### config.mk
export PLATFORM = sky130hd
export DESIGN_NAME = integer_multiply_result_unit
export DESIGN_NICKNAME = d
export VERILOG_FILES = /design/src/hw/mul_decode.v /design/src/hw/mul_core.v /design/src/hw/integer_multiply_result_unit.v
export VERILOG_INCLUDE_DIRS = /design/src /design/src/pkg
export SDC_FILE = /design/constraint.sdc
export NUM_CORES = 2
export LEC_CHECK = 0
export ABC_CLOCK_PERIOD_IN_PS = 16200
export BUFFER_PORTS_ARGS = -buffer_cell sky130_fd_sc_hd__buf_2
export CORE_MARGIN = 4
export CORE_UTILIZATION = 40
export DETAILED_ROUTE_END_ITERATION = 8
export HOLD_SLACK_MARGIN = 0.06
export SLEW_MARGIN = 25
export SYNTH_ARGS = -nofsm -noshare
export SYNTH_HDL_FRONTEND = slang
export SYNTH_SLANG_ARGS = --single-unit
### constraint.sdc
create_clock -name mclk -period 16.2 [get_ports mclk]
set_clock_uncertainty 0.15 [all_clocks]
set_input_delay 0 -clock mclk [delete_from_list [all_inputs] [get_ports mclk]]
set_output_delay 0 -clock mclk [all_outputs]
set_load 0.05 [all_outputs]
### src/pkg/imul_defs.vh
// Encodings, field positions and timing counts of the multiply result unit.
`ifndef IMUL_DEFS_VH
`define IMUL_DEFS_VH

`define OP_HI            31
`define OP_LO            26
`define FN_HI            5
`define FN_LO            0
`define SA_HI            10
`define SA_LO            6
`define SRC_A_HI         25
`define SRC_A_LO         21
`define SRC_B_HI         20
`define SRC_B_LO         16
`define RD_HI            15
`define RD_LO            11

`define OPC_GROUP_ZERO   6'h00
`define OPC_GROUP_TWO    6'h1c
`define FN_LEGACY_MUL    6'h02
`define FN_SIGNED_PROD   6'h18
`define FN_UNSIGNED_PROD 6'h19
`define FN_COPY_UPPER    6'h11
`define FN_COPY_BOTTOM   6'h13
`define SA_LOW_WORD      5'h02
`define SA_HIGH_WORD     5'h03
`define SA_ZERO          5'h00

`define OPN_NONE         3'h0
`define OPN_LEGACY_MUL   3'h1
`define OPN_R6_MUL       3'h2
`define OPN_COPY_UPPER   3'h3
`define OPN_COPY_BOTTOM  3'h4

`define MUL_LATENCY      2'h2
`define PROD_RESET       32'h0000_0000

`endif

### src/hw/mul_decode.v
// Instruction decoder for the multiply and product-copy instructions.
`timescale 1ns/1ps
`include "imul_defs.vh"

module mul_decode (
  input  wire [31:0] instr,
  input  wire        release6,
  output reg  [2:0]  opn,
  output reg         want_high,
  output reg         is_signed,
  output reg         reserved
);
  wire [5:0] op = instr[`OP_HI:`OP_LO];
  wire [5:0] fn = instr[`FN_HI:`FN_LO];
  wire [4:0] sa = instr[`SA_HI:`SA_LO];

  always @* begin
    opn       = `OPN_NONE;
    want_high = 1'b0;
    is_signed = 1'b1;
    reserved  = 1'b0;
    if (op == `OPC_GROUP_TWO && fn == `FN_LEGACY_MUL &&
        sa == `SA_ZERO) begin
      if (release6)
        reserved = 1'b1;
      else
        opn = `OPN_LEGACY_MUL;
    end else if (op == `OPC_GROUP_ZERO) begin
      if ((fn == `FN_SIGNED_PROD || fn == `FN_UNSIGNED_PROD) &&
          (sa == `SA_LOW_WORD || sa == `SA_HIGH_WORD)) begin
        if (release6) begin
          opn       = `OPN_R6_MUL;
          want_high = (sa == `SA_HIGH_WORD);
          is_signed = (fn == `FN_SIGNED_PROD);
        end
      end else if (fn == `FN_COPY_UPPER || fn == `FN_COPY_BOTTOM) begin
        if (release6)
          reserved = 1'b1;
        else if (fn == `FN_COPY_UPPER)
          opn = `OPN_COPY_UPPER;
        else
          opn = `OPN_COPY_BOTTOM;
      end
    end
  end
endmodule // mul_decode

### src/hw/mul_core.v
// Two-stage 32x32 multiplier returning the full 64-bit product.
`timescale 1ns/1ps

module mul_core (
  input  wire        mclk,
  input  wire        rst_n,
  input  wire        start,
  input  wire [31:0] a,
  input  wire [31:0] b,
  input  wire        is_signed,
  output reg  [63:0] product,
  output reg         done
);
  reg  [32:0] a_x;
  reg  [32:0] b_x;
  reg         go;
  wire [65:0] full = $signed(a_x) * $signed(b_x);

  // Operands are widened by one bit so a single signed multiplier covers
  // both signednesses: sign or zero extension picks the meaning.
  always @(posedge mclk or negedge rst_n) begin
    if (!rst_n) begin
      a_x     <= 33'h0_0000_0000;
      b_x     <= 33'h0_0000_0000;
      go      <= 1'b0;
      product <= 64'h0000_0000_0000_0000;
      done    <= 1'b0;
    end else begin
      go   <= start;
      done <= go;
      if (start) begin
        a_x <= {is_signed & a[31], a};
        b_x <= {is_signed & b[31], b};
      end
      if (go)
        product <= full[63:0];
    end
  end
endmodule // mul_core

### src/hw/integer_multiply_result_unit.v
// Integer multiply result unit with product registers and interlock.
`timescale 1ns/1ps
`include "imul_defs.vh"

// Contract
// - Copy-to-upper loads the full source register into the upper product.
// - Copy-to-bottom loads the full source register into bottom product.
// - Copy-to-upper after a pair result may leave bottom unpredictable.
// - Copy-to-bottom after a pair result may leave upper unpredictable.
// - No spacing needed between product register read and later write.
// - Release 6 has no product registers nor copy instructions.
// - Legacy multiply: group two, function 000010, bits 10..6 zero.
// - Legacy multiply writes low 32 bits of signed product.
// - Legacy multiply leaves product registers possibly unpredictable.
// - No multiply ever raises an arithmetic exception.
// - Release 6 family: group zero, 011000 signed, 011001 unsigned.
// - Bits 10..6 of 00010 select low word, 00011 high word.
// - Signed low multiply writes low 32 bits of signed product.
// - Signed high multiply writes high 32 bits of signed product.
// - Unsigned low multiply writes low 32 bits of unsigned product.
// - Unsigned high multiply writes high 32 bits of unsigned product.
// - Release 6 multiplies ignore operand bits above 31.
// - Readers of a pending destination stall until the result is written.
module integer_multiply_result_unit (
  input  wire        mclk,
  input  wire        rst_n,
  input  wire        release6,
  input  wire        issue_valid,
  input  wire [31:0] instr,
  input  wire [31:0] source_a_data,
  input  wire [31:0] source_b_data,
  input  wire        read_valid,
  input  wire [4:0]  read_index_a,
  input  wire [4:0]  read_index_b,
  output reg         issue_ready,
  output reg         gpr_write_en,
  output reg  [4:0]  gpr_write_index,
  output reg  [31:0] gpr_write_data,
  output reg  [31:0] upper_product_reg,
  output reg  [31:0] bottom_product_reg,
  output reg         reserved_instr,
  output reg         arith_exception,
  output reg         read_stall
);
  localparam ST_IDLE = 1'b0;
  localparam ST_BUSY = 1'b1;

  wire [2:0]  opn;
  wire        want_high;
  wire        is_signed;
  wire        reserved;
  wire [63:0] product;
  wire        done;
  reg         state;
  reg         pend_high;
  reg  [4:0]  pend_dest;
  wire        accept = issue_valid & issue_ready;
  wire        start = accept && (opn == `OPN_LEGACY_MUL ||
                                 opn == `OPN_R6_MUL);
  wire [4:0]  dest = instr[`RD_HI:`RD_LO];

  mul_decode u_decode (
    .instr     (instr),
    .release6  (release6),
    .opn       (opn),
    .want_high (want_high),
    .is_signed (is_signed),
    .reserved  (reserved)
  );

  // Only the low 32 bits of each operand are ever seen by the multiplier.
  mul_core u_core (
    .mclk      (mclk),
    .rst_n     (rst_n),
    .start     (start),
    .a         (source_a_data),
    .b         (source_b_data),
    .is_signed (is_signed),
    .product   (product),
    .done      (done)
  );

  function hits;
    input [4:0] idx;
    input [4:0] dst;
    begin
      hits = (idx == dst) && (dst != 5'h00);
    end
  endfunction

  // The stall is registered so it reaches the pipeline from a flop. It
  // covers the issue cycle and every busy cycle, the done cycle included,
  // because the result only reaches the register file after that cycle.
  reg next_stall;
  always @* begin
    next_stall = 1'b0;
    if (start && read_valid)
      next_stall = hits(read_index_a, dest) | hits(read_index_b, dest);
    else if (state == ST_BUSY && read_valid)
      next_stall = hits(read_index_a, pend_dest) |
                   hits(read_index_b, pend_dest);
  end

  always @(posedge mclk or negedge rst_n) begin
    if (!rst_n) begin
      state              <= ST_IDLE;
      pend_high          <= 1'b0;
      pend_dest          <= 5'h00;
      issue_ready        <= 1'b1;
      gpr_write_en       <= 1'b0;
      gpr_write_index    <= 5'h00;
      gpr_write_data     <= `PROD_RESET;
      upper_product_reg  <= `PROD_RESET;
      bottom_product_reg <= `PROD_RESET;
      reserved_instr     <= 1'b0;
      arith_exception    <= 1'b0;
      read_stall         <= 1'b0;
    end else begin
      gpr_write_en    <= 1'b0;
      reserved_instr  <= accept & reserved;
      arith_exception <= 1'b0;
      read_stall      <= next_stall;
      case (state)
        ST_IDLE: begin
          if (start) begin
            state       <= ST_BUSY;
            issue_ready <= 1'b0;
            pend_dest   <= dest;
            // Legacy form is always the signed low word.
            pend_high   <= (opn == `OPN_R6_MUL) & want_high;
          end
          // Copies write one register and leave the other untouched,
          // which satisfies the unpredictable allowance trivially.
          if (accept && !release6) begin
            if (opn == `OPN_COPY_UPPER)
              upper_product_reg <= source_a_data;
            if (opn == `OPN_COPY_BOTTOM)
              bottom_product_reg <= source_a_data;
          end
        end
        ST_BUSY: begin
          if (done) begin
            state           <= ST_IDLE;
            issue_ready     <= 1'b1;
            gpr_write_en    <= 1'b1;
            gpr_write_index <= pend_dest;
            gpr_write_data  <= pend_high ? product[63:32]
                                         : product[31:0];
          end
        end
        default: state <= ST_IDLE;
      endcase
    end
  end
endmodule // integer_multiply_result_unit

After elaboration in Yosys (flattened, before gate mapping)
Index checks and enable logic that the tools add are counted.

Reduce and logical (&&, ||, !) cells: 25. Equal/unequal tests: 18. Multipliers: 1. Bitwise operators: 8. Muxes and demuxes: 32.

Operators with widths (count): $mul A33 B33 Y64 (1); $mux W32 (1); $eq A6 B5 Y1 const B (5); $mux W1 (22); $eq A5 B5 Y1 (4); $mux W3 (6); $logic_and A1 B1 Y1 (11); $eq A5 B2 Y1 const B (2); $reduce_bool A5 Y1 (2); $eq A3 B2 Y1 const B (2); $eq A6 B2 Y1 const B (1); $logic_not A6 Y1 (1); $reduce_and A2 Y1 (3); $reduce_and A3 Y1 (2); $and A1 B1 Y1 (5); $logic_not A5 Y1 (1); $logic_or A1 B1 Y1 (4); $pmux W1 S2 (2); $eq A3 B1 Y1 const B (1); $eq A3 B3 Y1 const B (1); $mux W2 (1); $ne A2 B1 Y1 const B (1); $ne A2 B2 Y1 const B (1); $or A1 B1 Y1 (2); other kinds (2) (2).

Logic and storage cells: 100. Bits of input ports: 111. Register bits after elaboration: 244.

Depth between registers and ports, before layout
Depth in word-level cells: 12. Gate-level depth with buffers: 28. Depth with buffers taken out: 26.

Hierarchy
A second synthesis with hierarchy kept.

Cell total of the unflattened synthesis: 4828. Area total of the unflattened synthesis: 48013.5 um2.

Modules (own cells, without submodules): mul_core (sequential area each 3303.2 um2, area an instance 43092.6 um2, times used 1, cells each 4439); integer_multiply_result_unit (sequential area each 2803.9 um2, area an instance 4752.1 um2, times used 1, cells each 365); mul_decode (sequential area each 0.0 um2, area an instance 168.9 um2, times used 1, cells each 24).

Worst setup path after synthesis
OpenSTA, ideal clock, no wires.

Path type: register to register. Start: register u_core.a_x[32]. End: register u_core.product[60]. Required time: 15.964 ns. Buffers on the path: 2. Data arrival time: 7.894 ns. Cell stages (with the launch flop): 26. Slack: 8.070 ns. Library setup time: 0.086 ns. Cell sequence: dfrtp_1 -> clkbuf_1 -> nand2_1 -> inv_1 -> fa_1 -> fa_1 -> fa_1 -> inv_1 -> fa_1 -> inv_1 -> fa_1 -> fa_1 -> fa_1 -> inv_1 -> fa_1 -> inv_1 -> ha_1 -> clkbuf_1 -> a21oi_2 -> o21bai_1 -> a21o_1 -> a2111oi_1 -> o21ai_0 -> a21oi_1 -> a21oi_1 -> nor3_1.

Longest elaborated chain between the ends: 1.

RTL lines: start: declaration (RTL line mul_core.v:14) `reg [32:0] a_x;`; start signal: assignment (RTL line mul_core.v:32) `a_x <= {is_signed & a[31], a};`; $mul A33 B33 Y64 (RTL line mul_core.v:17) `wire [65:0] full = $signed(a_x) * $signed(b_x);`; end signal: assignment (RTL line mul_core.v:36) `product <= full[63:0];`; end: declaration (RTL line mul_core.v:11) `output reg [63:0] product,`.

Every way passes these cells. A chain may end at the register's enable or synchronous reset.

Worst setup path after layout
Same ends and word-level chain as after synthesis.

==> impl_metrics.yaml <==
timing:
  fin_hold_ws_ps: 110
  fmax_ghz: 0.106
  min_period_ps: 9390
  setup_tns_ps: 0
  hold_violations: 0
  rsz0062_at_grt: "false"
  setup_viol: 0
  slew_viol_final: 0
  slew_headroom_pct: 19.4
  fin_ws_ps: 6810
  period_share_pct: 58.0
  worstMarginPinSlew_ps: 1200
pwr:
  total_power_w: 0.00135
  p_leak_nw: 28.0
  worst_ir_drop_vdd_uv: 92.6
  powerDensity_nw_per_um2: 25.0
synth:
  synth_nets: 6441
  synthArstFlopShare_pct: 100
  ys_types: 85
  synthCells: 4993
  synth_edf_count: 0
  yosysTopAreaCell: "fa_1"
  synth_area_leaders: "fa_1 (47%), dfrtp_1 (13%), inv_1 (8.6%)"
  avgSynthCellArea_um2: 9.66
  synth_top_cell_area_share_pct: 46.7
  yosysSeqAreaShare_pct: 12.7
  synthesis.area_um2: 48300
  ys_ff_latch: 244
  synthFlopType: "dfrtp_1"
  yosys_warnings: 0
floorplanning:
  num_rows: 127
  die_width_um: 355
  coreArea_um2: 120000
  die_area_um2: 126000
  io_pins: 217
  start_util_pct: 40.3
  die_h_um: 355
setup_path:
  crit_buf_inv: 6
  worstSetupStartpointType: "flip-flop"
  cp_slowest_cell: "fa_1"
  path_delay_family: "adder cells"
  cp.arrival_ps: 9810
  crit_path_frequent_cell: "fa_1"
  crit_required_ps: 16620
  crit_path_cell_trace: "buf_4 -> nand2_1 -> inv_1 -> fa_1 -> fa_1 -> fa_1 -> inv_1 -> fa_1 -> inv_1 -> fa_1 -> fa_1 -> fa_1 -> inv_1 -> fa_1 -> inv_1 -> ha_1 -> a21oi_2 -> o21bai_1 -> a21o_1 -> a2111oi_1 -> o21ai_0 -> a21oi_1 -> a21oi_1 -> nor3_1"
  path_class: "flip-flop to flip-flop"
  worstPathMaxFanout: 33
  cp-end-kind: "flip-flop"
  cp_slowest_stage_delay_ps: 1100
layout:
  fin_area_um2: 53800
  nets: 6680
  top_register: "u_core.product"
  layout-drive-gt1-share_pct: 9.18
  largest_reg_flops: 64
  final_cell_mix: "fa_1 (1125), inv_1 (1105), nand2_1 (766), and2_1 (539), dfrtp_1 (238)"
  mostFrequentLayoutCell: "fa_1"
  fillerInstances: 11600
  largest_registers: "u_core.product x64, u_core.a_x x33, u_core.b_x x33"
  area_growth_pct: 11.5
placement:
  placed_area_um2: 50900
  dp_worst_setup_slack_ps: 6830
  portBuffers: 205
  place_congestion: 0.873
  dpl.hpwl_um: 99200
global_routing:
  grt_overflow: 0
  track_usage_pct: 21.3
  grt_antenna_before_repair: 3
  grt_pass1_wl_um: 211000
  first_global_vias: 38000
  grt_start_max_net_pins: 105
clock_network:
  clkSinkCount: 244
  cts_buffers: 28
  root_buffer: "clkbuf_16"
  cts_tree: "built"
  post_cts_resized: 0
  h-tree-depth: 1
  cts.clk_slew.worst_paths_ps: 60
  clock_path_buffers: 3
  clock_latency_ps: 660
routing:
  wl_per_cell_um: 18.8
  drt-initial-drc-count: 2025
  drc_errors: 0
  routed_wirelength_um: 129000
  vias: 34200
  drt-vias-per-instance: 4.98
  ant_nets: 0
  drtPass1Iterations: 7
job:
  cap_violations: 0
min_path:
  holdCritPathClass: "primary input to flip-flop"
status:
  status: "complete, no violations"
where the power goes:
| part | internal, W | total [W] | switching, W |
|---|---|---|---|
| Clock | 0.000371 | 0.000668 | 0.000297 |
| Combinational | 0.0000389 | 0.0000701 | 0.0000311 |
| Sequential | 0.000609 | 0.000609 | 0 |
cell type report:
type | instances | area, um^2 | area share (%)
diodes | 2 | 5.00 | 0.00931
clock buffers | 37 | 774 | 1.44
clock inverters | 14 | 163 | 0.302
inverters | 1105 | 4150 | 7.71
multi-input cells | 3377 | 37000 | 68.8
flip-flops and latches | 244 | 6110 | 11.4
well taps | 1612 | 2020 | 3.75
repair buffers | 476 | 3570 | 6.64
worst register-to-register path, cell delays in order (launching register included):
cell and delay [ps]:
dfrtp_1 320, buf_4 360, nand2_1 190, inv_1 160
fa_1 490, fa_1 560, fa_1 850, inv_1 230
fa_1 1100, inv_1 390, fa_1 540, fa_1 510
fa_1 490, inv_1 50, fa_1 470, inv_1 40
ha_1 390, a21oi_2 450, o21bai_1 210, a21o_1 220
a2111oi_1 590, o21ai_0 180, a21oi_1 160, a21oi_1 60
nor3_1 150
worst paths after layout:
kind	startpoint	to	slack, ps	cells after the start
worst max-delay path	u_core.a_x[32]	u_core.product[60]	6810	24
min in group asynchronous	rst_n	issue_ready	300	3
worst min-delay path	instr[7]	pend_high	110	4
worst min register to register	u_core.done	state	300	1
worst max register to register	u_core.a_x[32]	u_core.product[60]	6810	24
max in group asynchronous	rst_n	gpr_write_data[10]	13970	5
cells by family (layout without fill, tap and decap cells):
logic type | count (synthesis) | in the layout | share of synthesized area [%]
AO/OA/AOI/OAI | 275 | 275 | 3.93
XOR/XNOR | 89 | 89 | 1.62
adder cells (fa/ha/maj) | 1337 | 1337 | 52.2
buffers and inverters | 1372 | 1632 | 10.7
flip-flops | 244 | 244 | 12.7
multiplexers | 151 | 151 | 3.44
other | 1 | 3 | 0.00777
AND/OR/NAND/NOR | 1524 | 1524 | 15.5
per-stage QoR:
stage,instances,util [%]
after floorplan,4993,-
after global placement,6620,42.5
after detailed placement,6622,42.5
after CTS,6865,44.9
after global routing,6866,44.9
final,6867,44.9
cells in the mapped netlist (9+ instances only):
cell,instances
fa_1,1125
inv_1,1105
nand2_1,766
and2_1,540
dfrtp_1,243
clkbuf_1,241
ha_1,212
mux2_2,108
a21oi_1,98
nor2_1,71
xnor2_1,62
o21ai_0,37
mux2i_1,34
a21o_1,32
nor2b_1,29
nand3_1,27
xor2_1,27
nor3_1,23
buf_2,16
nand2b_1,15
and3_1,13
a31oi_1,11
o21bai_1,11
buf_1,9
mux2_1,9
metal layers:
metal | GRT usage, % | vias up | part of all wire [%]
li1 | - | 15000 | -
met1 | 27.3 | 18000 | 41
met2 | 37.1 | 887 | 50
met3 | 3.27 | 221 | 5.6
met4 | 6.59 | 0 | 3.7
met5 | 0 | - | 0
repair_timing:
| action | in CTS | in global routing |
|---|---|---|
| buffers inserted | 0 | 0 |
| endpoints found under the hold margin | 244 | 0 |
| hold buffers | 192 | 0 |
Note: power is estimated with default switching activity, not from simulation.
